$ cat src/mtcs_cfg.svh
// Contract
// RL1: single store: two N cycles, prefetch pc+2i then sized write of source register.
// RL2: store write cycle drives privilege 0 when user translation forced, else mode value.
// RL3: store: cycle 1 computes address, cycle 2 writes memory and updates base.
// RL4: load multiple: cycle 1 address plus prefetch, cycle 2 first read and base update.
// RL5: each further word writes previous word back while reading next; base kept.
// RL6: last load multiple cycle is internal, moves last word to its register.
// RL7: after data abort run to end, block register writes, final cycle restores base.
// RL8: program counter is always loaded last, so any abort leaves it unchanged.
// RL9: loading pc discards pipeline: N cycle at pc+3i, then S fetches pc' and pc'+i.
// RL10: load multiple reads are words; first S when several; single read is internal.
// RL11: no pc-writing load multiple in compressed state except stack pull with pc.
// RL12: store multiple follows load multiple without final internal cycle.
// RL13: store multiple writes words; middle ones sequential, last nonsequential.
// RL14: swap: N prefetch pc+8, N read base, internal-typed write, S prefetch pc+12.
// RL15: swap writes value read in cycle 2 to destination in cycle 4.
// RL16: swap size is byte or word, same for read and write.
// RL17: aborted swap read or write leaves destination register unchanged.
// RL18: atomic_hold high in swap read and write cycles, low in first and fourth.
// RL19: no data swap is executed in compressed state.
// RL20: size codes mean byte, halfword and word per bus encoding.
// RL21: memory controller blocks other masters while atomic_hold is high.
// RL22: data_not_opcode low on prefetch cycles, high on data and internal cycles; code drives it high on the pc+3i and swap pc+12 fetches.
`ifndef MTCS_CFG_SVH
`define MTCS_CFG_SVH
`define SZ_BYTE 2'h0
`define SZ_HALF 2'h1
`define SZ_WORD 2'h2
`define CT_IDLE 2'h0
`define CT_INT 2'h1
`define CT_NSEQ 2'h2
`define CT_SEQ 2'h3
`define OP_STR 3'h0
`define OP_LDM 3'h1
`define OP_STM 3'h2
`define OP_SWP 3'h3
`define OP_POP 3'h4
`define PC_REG 4'hF
`endif

$ cat src/mtcs_pkg.sv
package mtcs_pkg;
  typedef struct packed {
    logic [31:0] addr;
    logic [1:0] size;
    logic write;
    logic [1:0] cycle_type;
    logic data_not_opcode;
    logic privileged_access;
    logic atomic_hold;
    logic [31:0] wdata;
  } bus_t;
  typedef struct packed {
    logic valid;
    logic [3:0] idx;
    logic [31:0] data;
  } reg_wr_t;
  typedef enum logic [2:0] {
    ST_IDLE, ST_STR2, ST_MULT, ST_LAST, ST_PCN, ST_PC1, ST_PC2, ST_SWP
  } state_t;
  typedef struct packed {
    state_t st;
    logic [2:0] op;
    logic [1:0] step;
    logic [15:0] list;
    logic [3:0] prev;
    logic have_prev;
    logic aborted;
    logic [31:0] pc;
    logic [31:0] da;
    logic [31:0] base_new;
    logic [3:0] base_idx;
    logic [31:0] rdata;
    logic [3:0] dest;
    logic wide;
    logic [31:0] newpc;
    logic busy;
    bus_t bus;
    reg_wr_t rw;
  } seq_t;
endpackage : mtcs_pkg

$ cat src/mtcs_seq.sv
// Added by the designer: the placing of the registers and strobed register access.
`timescale 1ns/1ns
`include "mtcs_cfg.svh"
module memory_transfer_cycle_sequencer (
  input wire logic mclk,
  input wire logic rst_b,
  input wire logic start,
  input wire logic [2:0] opcode,
  input wire logic compressed,
  input wire logic [31:0] pc,
  input wire logic [31:0] data_addr,
  input wire logic [31:0] base_new,
  input wire logic [3:0] base_idx,
  input wire logic [15:0] reg_list,
  input wire logic [3:0] dest_idx,
  input wire logic [31:0] src_data,
  input wire logic [1:0] xfer_size,
  input wire logic store_user_translate,
  input wire logic mode_priv,
  input wire logic [31:0] rdata,
  input wire logic abort,
  output mtcs_pkg::bus_t bus,
  output mtcs_pkg::reg_wr_t reg_wr,
  output logic [3:0] src_idx,
  output logic busy,
  output logic pipe_flush
);
  ////////////////////////////////////////////////////////////////////////////
  logic rst_s1_b;
  logic rst_s2_b;
  mtcs_pkg::seq_t s_q;
  mtcs_pkg::seq_t s_d;
  logic [3:0] src_q;
  logic [3:0] src_d;
  logic flush_q;
  logic flush_d;

  always_ff @(posedge mclk or negedge rst_b)
  begin
    if (!rst_b)
    begin
      rst_s1_b <= 1'b0;
      rst_s2_b <= 1'b0;
    end
    else
    begin
      rst_s1_b <= 1'b1;
      rst_s2_b <= rst_s1_b;
    end
  end

  // lowest set bit first; pc is bit 15 so it always comes last
  function automatic logic [3:0] first_reg(input logic [15:0] l);
    logic [3:0] r;
    r = 4'h0;
    for (int i = 15; i >= 0; i--)
    begin
      if (l[i])
      begin
        r = 4'(i);
      end
    end
    return r;
  endfunction : first_reg

  function automatic logic [4:0] count_regs(input logic [15:0] l);
    logic [4:0] c;
    c = 5'h0;
    for (int i = 0; i < 16; i++)
    begin
      c = c + {4'h0, l[i]};
    end
    return c;
  endfunction : count_regs

  function automatic mtcs_pkg::bus_t fetch(input logic [31:0] a, input logic [1:0] ct, input logic w, input logic p);
    mtcs_pkg::bus_t b;
    b = '0;
    b.addr = a;
    b.size = w ? `SZ_WORD : `SZ_HALF;
    b.cycle_type = ct;
    b.data_not_opcode = 1'b0; // RL22
    b.privileged_access = p;
    return b;
  endfunction : fetch

  ////////////////////////////////////////////////////////////////////////////
  logic [3:0] step_i;
  logic [31:0] ilen;
  logic [15:0] rest;
  logic [3:0] nxt;

  always_comb
  begin
    s_d = s_q;
    src_d = src_q;
    flush_d = 1'b0;
    s_d.rw = '0;
    ilen = s_q.wide ? 32'h4 : 32'h2;
    step_i = first_reg(s_q.list);
    rest = s_q.list & ~(16'h1 << step_i);
    nxt = first_reg(rest);
    unique case (s_q.st)
      mtcs_pkg::ST_IDLE:
      begin
        s_d.bus = '0;
        s_d.busy = 1'b0;
        // illegal opcodes in compressed state are refused quietly
        if (start && !(compressed && (opcode == `OP_SWP)) && // RL19
            !(compressed && opcode == `OP_LDM && reg_list[15])) // RL11
        begin
          s_d.op = opcode;
          s_d.wide = !compressed;
          s_d.pc = pc;
          s_d.da = data_addr; // RL3 RL4
          s_d.base_new = base_new;
          s_d.base_idx = base_idx;
          s_d.list = reg_list;
          s_d.dest = dest_idx;
          s_d.aborted = 1'b0;
          s_d.have_prev = 1'b0;
          s_d.busy = 1'b1;
          if (opcode == `OP_POP)
          begin
            s_d.op = `OP_LDM; // RL11
          end
          if (opcode == `OP_SWP)
          begin
            s_d.bus = fetch(pc + 32'h8, `CT_NSEQ, 1'b1, mode_priv); // RL14
            s_d.step = 2'h0;
            s_d.st = mtcs_pkg::ST_SWP;
          end
          else
          begin
            s_d.bus = fetch(pc + (compressed ? 32'h4 : 32'h8), `CT_NSEQ, !compressed, mode_priv); // RL1 RL4
            s_d.st = (opcode == `OP_STR) ? mtcs_pkg::ST_STR2 : mtcs_pkg::ST_MULT;
            src_d = (opcode == `OP_STR) ? dest_idx : first_reg(reg_list);
          end
        end
      end
      mtcs_pkg::ST_STR2:
      begin
        s_d.bus = '0;
        s_d.bus.addr = s_q.da;
        s_d.bus.size = xfer_size; // RL20
        s_d.bus.write = 1'b1;
        s_d.bus.cycle_type = `CT_NSEQ; // RL1
        s_d.bus.data_not_opcode = 1'b1; // RL22
        s_d.bus.privileged_access = store_user_translate ? 1'b0 : mode_priv; // RL2
        s_d.bus.wdata = src_data;
        s_d.rw = '{valid: 1'b1, idx: s_q.base_idx, data: s_q.base_new}; // RL3
        s_d.st = mtcs_pkg::ST_LAST;
      end
      mtcs_pkg::ST_MULT:
      begin
        // one data cycle per listed register
        s_d.bus = '0;
        s_d.bus.addr = s_q.da;
        s_d.bus.size = `SZ_WORD; // RL10 RL13
        s_d.bus.data_not_opcode = 1'b1;
        s_d.bus.privileged_access = mode_priv;
        if (s_q.op == `OP_STM)
        begin
          s_d.bus.write = 1'b1;
          s_d.bus.wdata = src_data;
          s_d.bus.cycle_type = (rest == 16'h0) ? `CT_NSEQ : `CT_SEQ; // RL13
        end
        else
        begin
          s_d.bus.cycle_type = (rest == 16'h0) ? `CT_INT : `CT_SEQ; // RL10
        end
        if (!s_q.have_prev)
        begin
          s_d.rw = '{valid: 1'b1, idx: s_q.base_idx, data: s_q.base_new}; // RL4 RL12
        end
        s_d.prev = step_i;
        s_d.have_prev = (s_q.op == `OP_LDM);
        s_d.da = s_q.da + 32'h4;
        s_d.list = rest;
        src_d = nxt;
        s_d.st = (rest == 16'h0) ? mtcs_pkg::ST_LAST : mtcs_pkg::ST_MULT;
      end
      mtcs_pkg::ST_LAST:
      begin
        // final internal cycle; store forms end after their last write, so the bus idles
        s_d.bus = fetch(s_q.pc + ilen + ilen + ilen, `CT_SEQ, s_q.wide, mode_priv);
        s_d.bus.data_not_opcode = 1'b1;
        s_d.st = mtcs_pkg::ST_IDLE;
        s_d.busy = 1'b0;
        if (s_q.op != `OP_LDM)
        begin
          s_d.bus = '0; // RL1 RL12
        end
        if (s_q.op == `OP_LDM)
        begin
          s_d.bus.cycle_type = `CT_SEQ; // RL10
          // the pc word itself may abort, so this cycle's answer counts too
          if (s_q.aborted || abort)
          begin
            s_d.rw = '{valid: 1'b1, idx: s_q.base_idx, data: s_q.base_new}; // RL7
          end
          else if (s_q.prev == `PC_REG)
          begin
            s_d.newpc = rdata;
            s_d.rw = '{valid: 1'b1, idx: `PC_REG, data: rdata}; // RL8
            s_d.bus.cycle_type = `CT_NSEQ; // RL9
            s_d.st = mtcs_pkg::ST_PC1;
            s_d.busy = 1'b1;
            flush_d = 1'b1; // RL9
          end
          else
          begin
            s_d.rw = '{valid: 1'b1, idx: s_q.prev, data: rdata}; // RL6
          end
        end
      end
      mtcs_pkg::ST_PC1:
      begin
        s_d.bus = fetch(s_q.newpc, `CT_SEQ, s_q.wide, mode_priv); // RL9
        s_d.st = mtcs_pkg::ST_PC2;
      end
      mtcs_pkg::ST_PC2:
      begin
        s_d.bus = fetch(s_q.newpc + ilen, `CT_SEQ, s_q.wide, mode_priv); // RL9
        s_d.st = mtcs_pkg::ST_IDLE;
        s_d.busy = 1'b0;
      end
      mtcs_pkg::ST_SWP:
      begin
        s_d.step = s_q.step + 2'h1;
        s_d.bus = '0;
        s_d.bus.addr = s_q.da;
        s_d.bus.size = (xfer_size == `SZ_BYTE) ? `SZ_BYTE : `SZ_WORD; // RL16
        s_d.bus.data_not_opcode = 1'b1;
        s_d.bus.privileged_access = mode_priv;
        s_d.bus.atomic_hold = 1'b1; // RL18 RL21
        if (s_q.step == 2'h0)
        begin
          s_d.bus.cycle_type = `CT_NSEQ; // RL14
        end
        else if (s_q.step == 2'h1)
        begin
          s_d.rdata = rdata;
          s_d.bus.write = 1'b1;
          s_d.bus.wdata = src_data;
          s_d.bus.cycle_type = `CT_INT; // RL14
        end
        else
        begin
          s_d.bus = fetch(s_q.pc + 32'hC, `CT_SEQ, 1'b1, mode_priv); // RL14 RL18
          s_d.bus.data_not_opcode = 1'b1;
          if (!(s_q.aborted || abort))
          begin
            s_d.rw = '{valid: 1'b1, idx: s_q.dest, data: s_q.rdata}; // RL15 RL17
          end
          s_d.st = mtcs_pkg::ST_IDLE;
          s_d.busy = 1'b0;
        end
      end
      default:
      begin
        s_d.st = mtcs_pkg::ST_IDLE;
      end
    endcase
    // loaded words land one cycle late; abort blocks every later loaded-word write
    if (s_q.st == mtcs_pkg::ST_MULT && s_q.have_prev && !s_q.aborted && !abort)
    begin
      s_d.rw = '{valid: 1'b1, idx: s_q.prev, data: rdata}; // RL5
    end
    if (abort && s_q.bus.data_not_opcode && s_q.st != mtcs_pkg::ST_IDLE)
    begin
      s_d.aborted = 1'b1; // RL7 RL17
    end
  end

  always_ff @(posedge mclk or negedge rst_s2_b)
  begin
    if (!rst_s2_b)
    begin
      s_q <= '0;
      src_q <= 4'h0;
      flush_q <= 1'b0;
    end
    else
    begin
      s_q <= s_d;
      src_q <= src_d;
      flush_q <= flush_d;
    end
  end

  assign bus = s_q.bus;
  assign reg_wr = s_q.rw;
  assign src_idx = src_q;
  assign busy = s_q.busy;
  assign pipe_flush = flush_q;
endmodule : memory_transfer_cycle_sequencer

$ cat config.mk
export PLATFORM = sky130hd
export DESIGN_NAME = memory_transfer_cycle_sequencer
export DESIGN_NICKNAME = d
export VERILOG_FILES = /design/src/mtcs_pkg.sv /design/src/mtcs_seq.sv
export VERILOG_INCLUDE_DIRS = /design/src
export SDC_FILE = /design/constraint.sdc
export NUM_CORES = 1
export LEC_CHECK = 0
export BUFFER_PORTS_ARGS = -buffer_cell sky130_fd_sc_hd__buf_4
export CORE_AREA = 2 2 201 203
export CTS_CLUSTER_DIAMETER = 30
export DETAILED_ROUTE_END_ITERATION = 10
export DIE_AREA = 0 0 203 205
export PLACE_DENSITY = 0.76
export RECOVER_POWER = 25
export SKIP_CTS_REPAIR_TIMING = 1
export SYNTH_ARGS = -nofsm -noshare
export SYNTH_HDL_FRONTEND = slang
export SYNTH_SLANG_ARGS = --single-unit
$ cat constraint.sdc
create_clock -name mclk -period 9.2 [get_ports mclk]
set_input_delay 0.92 -clock mclk [delete_from_list [all_inputs] [get_ports mclk]]
set_output_delay 0.92 -clock mclk [all_outputs]
set_load 0.02 [all_outputs]
# After elaboration in Yosys (flattened, before gate mapping)
# Index checks and enable logic that the tools add are counted.
# totals
elab_cells,213
regBits,316
inputBits,196
out_inout_bits,115
# op_classes
shift,1
n_reduce_logical,37
n_mux,112
bitwise,4
n_eq_ne,19
add_sub_neg,9
# ops
operator,count
$pmux W72 S7,1
$mux W37,6
$mux W4,52
$pmux W37 S4,1
$mux W72,2
$add A32 B3 Y32,4
$mux W102,1
$mux W73,1
$mux W36,2
$mux W70,1
$add A32 B4 Y32 const B,2
$mux W32,2
$pmux W32 S2,1
$mux W35,1
$mux W33,1
$add A32 B3 Y32 const B,1
$add A32 B4 Y32,1
$pmux W16 S2,1
$mux W3,9
$mux W24,1
$mux W2,9
$pmux W3 S6,1
$and A16 B16 Y16,1
$logic_not A16 Y1,1
28 further kinds,79

# Longest topological paths before layout
# Gate-level depths: netlist of run 1.
# logic_depth
word_depth,36
depth_mapped,13
ltp_nobuf,13

# Least setup slack after synthesis of run 1
# OpenSTA, ideal clock, no wires.
# synth_timing
path_type,input to register
start,input compressed
end,"register s_q, in the netlist bus[70]"
setup_time_ns,0.087
cell_stages,9
arrival_ns,3.049
n_path_buf,0
required_ns,9.113
slack_ns,6.065
path_cell_list,ha_1 > inv_1 > fa_1 > a2111oi_0 > nand2_1 > nor3_1 > xor2_1 > nand2_1 > o211ai_1
# synth_between
elab_chain_cells,6
word_cells_on_any_way,12
classes_between,add/sub (1); mux (4); reduce/logical (7)
# synth_rtl
item,line,text
from (decl),mtcs_seq.sv:9,"input wire logic compressed,"
branches (longest 4 deep; another with $add A32 B4 Y32),-,
$mux W73 *,mtcs_seq.sv:109,if (start && !(compressed && (opcode == `OP_SWP)) &&
$pmux W72 S7 *,mtcs_seq.sv:103,unique case (s_q.st)
to (signal assigned),mtcs_seq.sv:280,s_q <= '0;
to (signal assigned),mtcs_seq.sv:286,s_q <= s_d;
to (decl),mtcs_seq.sv:31,mtcs_pkg::seq_t s_q;
# Mark *: on every way between the ends.
# A chain may end at the register's enable or synchronous reset.

==> summary.md, run 1 <==
| Metric | Value |
|---|---|
| Vias in the first global route | 16400 |
| Final worst slack | about 4100 ps |
| Switching pwr | 0.00298 W |
| Upper clock frequency limit | 197 MHz |
| Dpl ws | 5360 ps |
| Post-synth EDFFs | 0 |
| Predominant post-synthesis flop cell | dfrtp_1 |
| Sequential share of power | between 30% and 40% |
| CP max FO | 84 |
| Total number of vias | 16300 |
| Die Area | 41600 µm² |
| Sequential element share of the synthesized area | between 40% and 50% |
| Critical path endpoint | reg_wr[5] |
| Synth async-reset ratio | between 90% and 100% |
| Routed Antenna Nets | 0 |
| Share of cells above drive strength 1 | 21.6% |
| Net count, final | 2353 |
| Clk root buf | clkbuf_16 |
| Max-slew violations | 97 |
| CP Class | reg -> async |
| Initial Util | 44.7% |
| Critical path launch point | rst_s2_b |
| Post-synth top cells | nand2_1, dfrtp_1, o21ai_0 |
| Sw frac | between 30% and 40% |
| Period minus WS final | 5080 ps |
| Final Hold Viols | 0 |
| Worst-skew pair later-pin latency | 590 ps |
| CTS clk-pin slew, worst paths | 40 ps |
| Power share of the clock group | 37.4% |
| Num CTS Buffers | 82 |
| Final setup violation count | 0 |
| Pint | 0.00488 W |
| Power Total | 0.00786 W |
| Type of origin of the critical path | register |
| Status | finished, violations left |
| Max Cap Viol | 2 |
| Worst vdd ir | 0.222 mV |
| DRC violations left | 0 |
| P&R area growth vs syn | 25.5% |
| R2r endpoint | reg_wr[5] |
| CTS H-tree depth | 3 |
| Cell area after synthesis | around 18000 µm² |
| PortBufs | 310 |
| Min-delay worst type | in -> async |
| CORE AREA | a little under 40000 µm² |
| Largest net degree at the start of global routing | 85 |
| Cell count after synthesis | 1936 |
| Die Y-Extent | approximately 210 µm |
| Overflow after GRT | 0 |
| Crit share post-route | 55.2% |
| Routed WL | 59.5 mm |
| Pwr dens | roughly 360 nW/µm² |
| RR Startpoint | rst_s2_b |
| Bufs on Longest Clock Path | 3 |
| FF-to-FF setup slack | 4120 ps |
| TritonCTS Sinks | 316 |
| Ant. Diodes | 0 |
| Post-DP HPWL | ~40 mm |
| Yosys warns | 0 |
| Via-to-Cell Ratio | 5.98 |
| Setup Skew | 25.1 ps |
| GPL Wtd Cong | 0.939 |
| Std cell rows | 73 |
| Area leader, netlist | dfrtp_1 |
| TritonRoute pass-1 iters | 7 |
| Die Width | 203 µm |
| Initial antenna violation count | 1 |
| DRT iter0 DRCs | about 1600 |
| Area share of the largest cell type after synthesis | 44.9% |
| Worst path arrival time | 5630 ps |
| Tightest Pin Transition | 3100 ps |
| TritonCTS clock tree | yes |
| Failing checks | max-capacitance violations, max-slew violations |
| Syn nets | 2152 |
| Top-Level Pins | 311 |
| Count leader, synth | nand2_1 |
| Required time of the critical path | 9750 ps |
| RSZ-0062 raised after global routing | false |
| Global-route wire length before repair | 91.8 mm |
| Syn_area_per_cell | just over 9 µm² |
| Slew headroom | -107% |
| #FFs+latches synth | 316 |
| Distinct cells, synth | 77 |
| Worst setup EP type | async pin |
| Combinational Power Share | between 30% and 40% |
| Wire length per cell | 21.8 µm |
| R2R depth | 2 |
| Leak | 10.2 nW |
| GRT Util Overall | approximately 28% |
| Top post-synthesis cells by area | dfrtp_1, nand2_1, buf_4 |
| Setup_tns | 0 ps |
==> per-stage QoR <==
stage	instances	instance area [µm²]	utilization, %	hold slack (ps)
floorplan	1936	17600	-	331
global placement	2578	19600	49.7	331
detailed placement	2578	19600	49.7	336
CTS	2731	22400	57.0	90.6
global route	2731	22100	56.1	128
finish	2731	22100	56.1	131
==> cell usage in the layout, fill, tap and decap left out, drive strengths merged, types with 6 or more instances in the layout <==
cell type / netlist / final
a221oi: 7 / 7
ha: 17 / 17
clkinv: 0 / 18
o21ai: 117 / 117
and3: 25 / 25
a21o: 8 / 8
nand3: 54 / 54
nand4: 26 / 26
nor2: 106 / 106
a22oi: 13 / 13
a222oi: 65 / 65
a22o: 44 / 44
mux2: 63 / 63
nand2b: 6 / 6
xor2: 44 / 44
or4: 6 / 6
o22ai: 12 / 12
and2: 7 / 7
dfrtp: 316 / 316
or2: 6 / 6
nor3: 36 / 36
o221ai: 8 / 8
nor4: 11 / 11
nand2: 370 / 370
or3: 6 / 6
a21oi: 106 / 106
xnor2: 41 / 41
o211ai: 15 / 15
a211oi: 17 / 17
inv: 64 / 69
bufinv: 0 / 10
a31oi: 6 / 6
and4: 8 / 8
mux2i: 8 / 8
a221o: 8 / 8
clkinvlp: 0 / 10
clkbuf: 94 / 202
buf: 124 / 243
==> how the worst min path moves through the flow <==
stage | from | endpoint | slack, ps | cells past startpoint
5_1_grt | rst_b | rst_s2_b | 130 | 1
6_report | rst_b | rst_s1_b | 130 | 1
4_1_cts | rst_b | rst_s2_b | 90 | 1
3_5_place_dp | rst_s1_b | rst_s2_b | 340 | 0
3_3_place_gp | rst_s1_b | rst_s2_b | 330 | 0
2_1_floorplan | rst_s1_b | rst_s2_b | 330 | 0
==> power groups by stage <==
stage	Clock [W]	Sequential [W]	Combinational, W
3_5_place_dp	0	0.00239	0.00260
3_3_place_gp	0	0.00238	0.00254
5_1_grt	0.00305	0.00245	0.00276
2_1_floorplan	0	0.00219	0.00202
4_1_cts	0.00297	0.00239	0.00262
6_report	0.00294	0.00240	0.00252
==> final cells by class <==
| cell class | count | area [µm²] |
|---|---|---|
| Clock buffer | 110 | 2320 |
| Sequential cell | 316 | 7910 |
| Multi-Input combinational cell | 1338 | 8240 |
| Inverter | 64 | 240 |
| Tap cell | 525 | 657 |
| Timing Repair Buffer | 335 | 2170 |
| Fill cell | 3495 | 17300 |
| Clock inverter | 43 | 554 |
==> cell families after synthesis <==
family / Yosys count / share of synthesized area, %
fa+ha+maj: 22 / 1.69
compound gates: 475 / 18.8
flops: 316 / 44.9
mux: 71 / 4.49
other cells: 1 / 0.0213
simple gates: 684 / 17.4
buf+inv: 282 / 8.48
xor+xnor: 85 / 4.23
==> metal layers <==
| layer | vias to the layer above | wire length (µm) | global-route usage, % |
|---|---|---|---|
| li1 | 7258 | - | - |
| met1 | 7971 | 23500 | 36.3 |
| met2 | 935 | 27800 | 45.1 |
| met3 | 153 | 6060 | 6.71 |
| met4 | 2 | 2120 | 12.8 |
| met5 | - | 14 | 0 |
==> critical path: stages (launching register included) <==
cell and delay, ps:
dfrtp_1 1540, clkbuf_1 2270, buf_4 1060
==> flip-flops by register name, indices dropped and copies added (netlist names) <==
signal	flops
busy	1
s_q	199
src_idx	4
bus	72
rst_s1_b	1
pipe_flush	1
rst_s2_b	1
reg_wr	37
No activity file was read; power rests on OpenSTA's default activity.
==> run 2: changes to the inputs <==
clock period = 4.3 ns   (was 9.2 ns; I/O delays follow)
==> summary.md, run 2 (synthesis results as in run 1) <==
| Metric | Value |
|---|---|
| Commonest non-fill, non-tap cells in the layout | nand2_1, dfrtp_1, buf_4 |
| Net count, final | 2359 (+0.25%) |
| Num CTS Buffers | 77 (-6.1%) |
| Crit share post-route | 78.4% (+23 points) |
| Bufs on Longest Clock Path | 3 (unchanged) |
| Type of origin of the critical path | register |
| Status | finished, violations left |
| Pwr dens | 756 nW/µm² (+110%) |
| RR Startpoint | s_q[142] |
| Std cell rows | 73 (unchanged) |
| Wire length per cell | 21.7 µm (-0.52%) |
| Setup_tns | 0 ps (unchanged) |
| Post-DP HPWL | 41.4 mm (+0.56%) |
| RSZ-0062 raised after global routing | false |
| Start point of the worst hold path | base_new[25] |
| Routed WL | 59.2 mm (-0.48%) |
| Worst Hold Path EP | s_q[208] |
| Slew headroom | -70.8% (+36 points) |
| Share of cells above drive strength 1 | 22.2% (+0.62 points) |
| P&R area growth vs syn | 25.7% |
| DRC violations left | 0 (unchanged) |
| Upper clock frequency limit | 297 MHz (+51%) |
| Critical path launch point | s_q[142] |
| Global-route wire length before repair | 91.4 mm (-0.39%) |
| Commonest non-fill, non-tap cell in the layout | nand2_1 |
| Crit-path leading delay family | simple AND/OR/NAND/NOR gates |
| Routed Antenna Nets | 0 (unchanged) |
| Final setup violation count | 0 (unchanged) |
| R2r endpoint | bus[62] |
| GRT Util Overall | 28.1% (-0.043 points) |
| Crit path buffers/inverters | 1 (-1) |
| GPL Wtd Cong | 0.958 (+2.1%) |
| Vias in the first global route | 16000 (-2.5%) |
| Total number of vias | 16300 (-0.12%) |
| Max reg flops | 199 (unchanged) |
| Required time of the critical path | 4740 ps (-5010 ps) |
| Min-delay worst type | in -> reg |
| Clk root buf | clkbuf_16 |
| Period minus WS final | 3370 ps (-1710 ps) |
| Ant. Diodes | 0 (unchanged) |
| Worst vdd ir | 0.428 mV (+93%) |
| TritonRoute pass-1 iters | 8 (+1) |
| Final worst slack | 931 ps (-3190 ps) |
| Failing checks | max-capacitance violations, max-slew violations |
| Largest Register | s_q |
| TritonCTS Sinks | 316 (unchanged) |
| Largest net degree at the start of global routing | 115 (+35%) |
| Die Y-Extent | 205 µm (unchanged) |
| Overflow after GRT | 0 (unchanged) |
| Power Total | 0.0167 W (+110%) |
| CORE AREA | 39400 µm² (unchanged) |
| Initial antenna violation count | 0 (-1) |
| Placed insts | 2588 (+0.39%) |
| Via-to-Cell Ratio | 5.97 (-0.16%) |
| Initial Util | 44.7% (unchanged) |
| CTS clk-pin slew, worst paths | 50 ps (about the same) |
| FF-to-FF setup slack | 930 ps (-3190 ps) |
| Max-slew violations | 62 (-36%) |
| Max stage delay cell, worst path | nor3_1 |
| Die Area | 41600 µm² (unchanged) |
| Cell depth of the worst hold path | 3 |
| CP Class | reg -> reg |
| Critical path, cell by cell | inv_1 -> ha_1 -> xor2_1 -> ha_1 -> fa_1 -> a21o_1 -> nand2_1 -> nor3_1 -> nand2_1 -> xor2_1 -> o221ai_1 -> a21oi_1 -> o21ai_0 |
| Setup Skew | 29.3 ps (+4.19 ps) |
| Max Cap Viol | 1 (-1) |
| Worst path arrival time | 3810 ps (-1820 ps) |
| Worst setup EP type | register |
| R2R depth | 13 (+11) |
| TritonCTS clock tree | yes |
| Tightest Pin Transition | 2560 ps (-544 ps) |
| DRT iter0 DRCs | 1774 (+13%) |
| Top-Level Pins | 311 (unchanged) |
| PortBufs | 310 (unchanged) |
| # fillers | 3492 (-0.086%) |
| Final Hold Viols | 0 (unchanged) |
| Finished Layout Cells | 2732 (+0.037%) |
| CP max stage delay | 590 ps (-1680 ps) |
| CP max FO | 9 (-89%) |
| Leak | 10.3 nW (+0.58%) |
| CTS H-tree depth | 3 (unchanged) |
| Die Width | 203 µm (unchanged) |
| Worst-skew pair later-pin latency | 600 ps (about the same) |
| Dpl ws | 1040 ps (-4330 ps) |
==> run 2: layout make-up <==
| type | instances | area [µm²] | share of cell area (%) |
|---|---|---|---|
| repair buffers | 346 | 2330 | 10.5 |
| well taps | 525 | 657 | 2.97 |
| flip-flops and latches | 316 | 7910 | 35.8 |
| clock buffers | 93 | 2100 | 9.50 |
| clock inverters | 50 | 646 | 2.92 |
| inverters | 64 | 240 | 1.09 |
| multi-input cells | 1338 | 8240 | 37.2 |
==> run 2: power by group <==
part	internal, W	total, W	leakage (nW)	switching (W)
combinational	0.00210	0.00546	4.92	0.00336
sequential	0.00402	0.00515	4.01	0.00113
clock	0.00422	0.00611	1.34	0.00189
total	0.0103	0.0167	10.3	0.00638
==> run 2: per-layer routing <==
layer	up-vias	global-route usage, %	wire [µm]
met3	161	7.13	5850
met4	0	13.9	2470
met5	-	0	0
met2	902	43.7	27000
li1	7274	-	-
met1	7962	36.7	23900
==> run 2: through the flow <==
step           hold WS, ps  util (%)  cell area [µm²]
2_1_floorplan          134         -            17600
3_3_place_gp           216      50.0            19700
3_5_place_dp           214      50.0            19700
4_1_cts               -410      56.9            22400
5_1_grt               24.1      56.2            22100
6_report              23.8      56.2            22100
==> run 2: worst max path at each step <==
stage / end / depth (start not counted) / slack (ps)
5_1_grt: bus[53] / 1 / 380
6_report: bus[62] / 13 / 930
3_3_place_gp: bus[62] / 13 / 1130
4_1_cts: bus[60] / 12 / 1030
2_1_floorplan: bus[0] / 0 / 1160
3_5_place_dp: bus[60] / 12 / 1040
==> run 2: tightest hold or removal path: cells and delay by family <==
family                 cells  cell delay (ps)
AND/OR/NAND/NOR            2               80
buffers and inverters      1               70
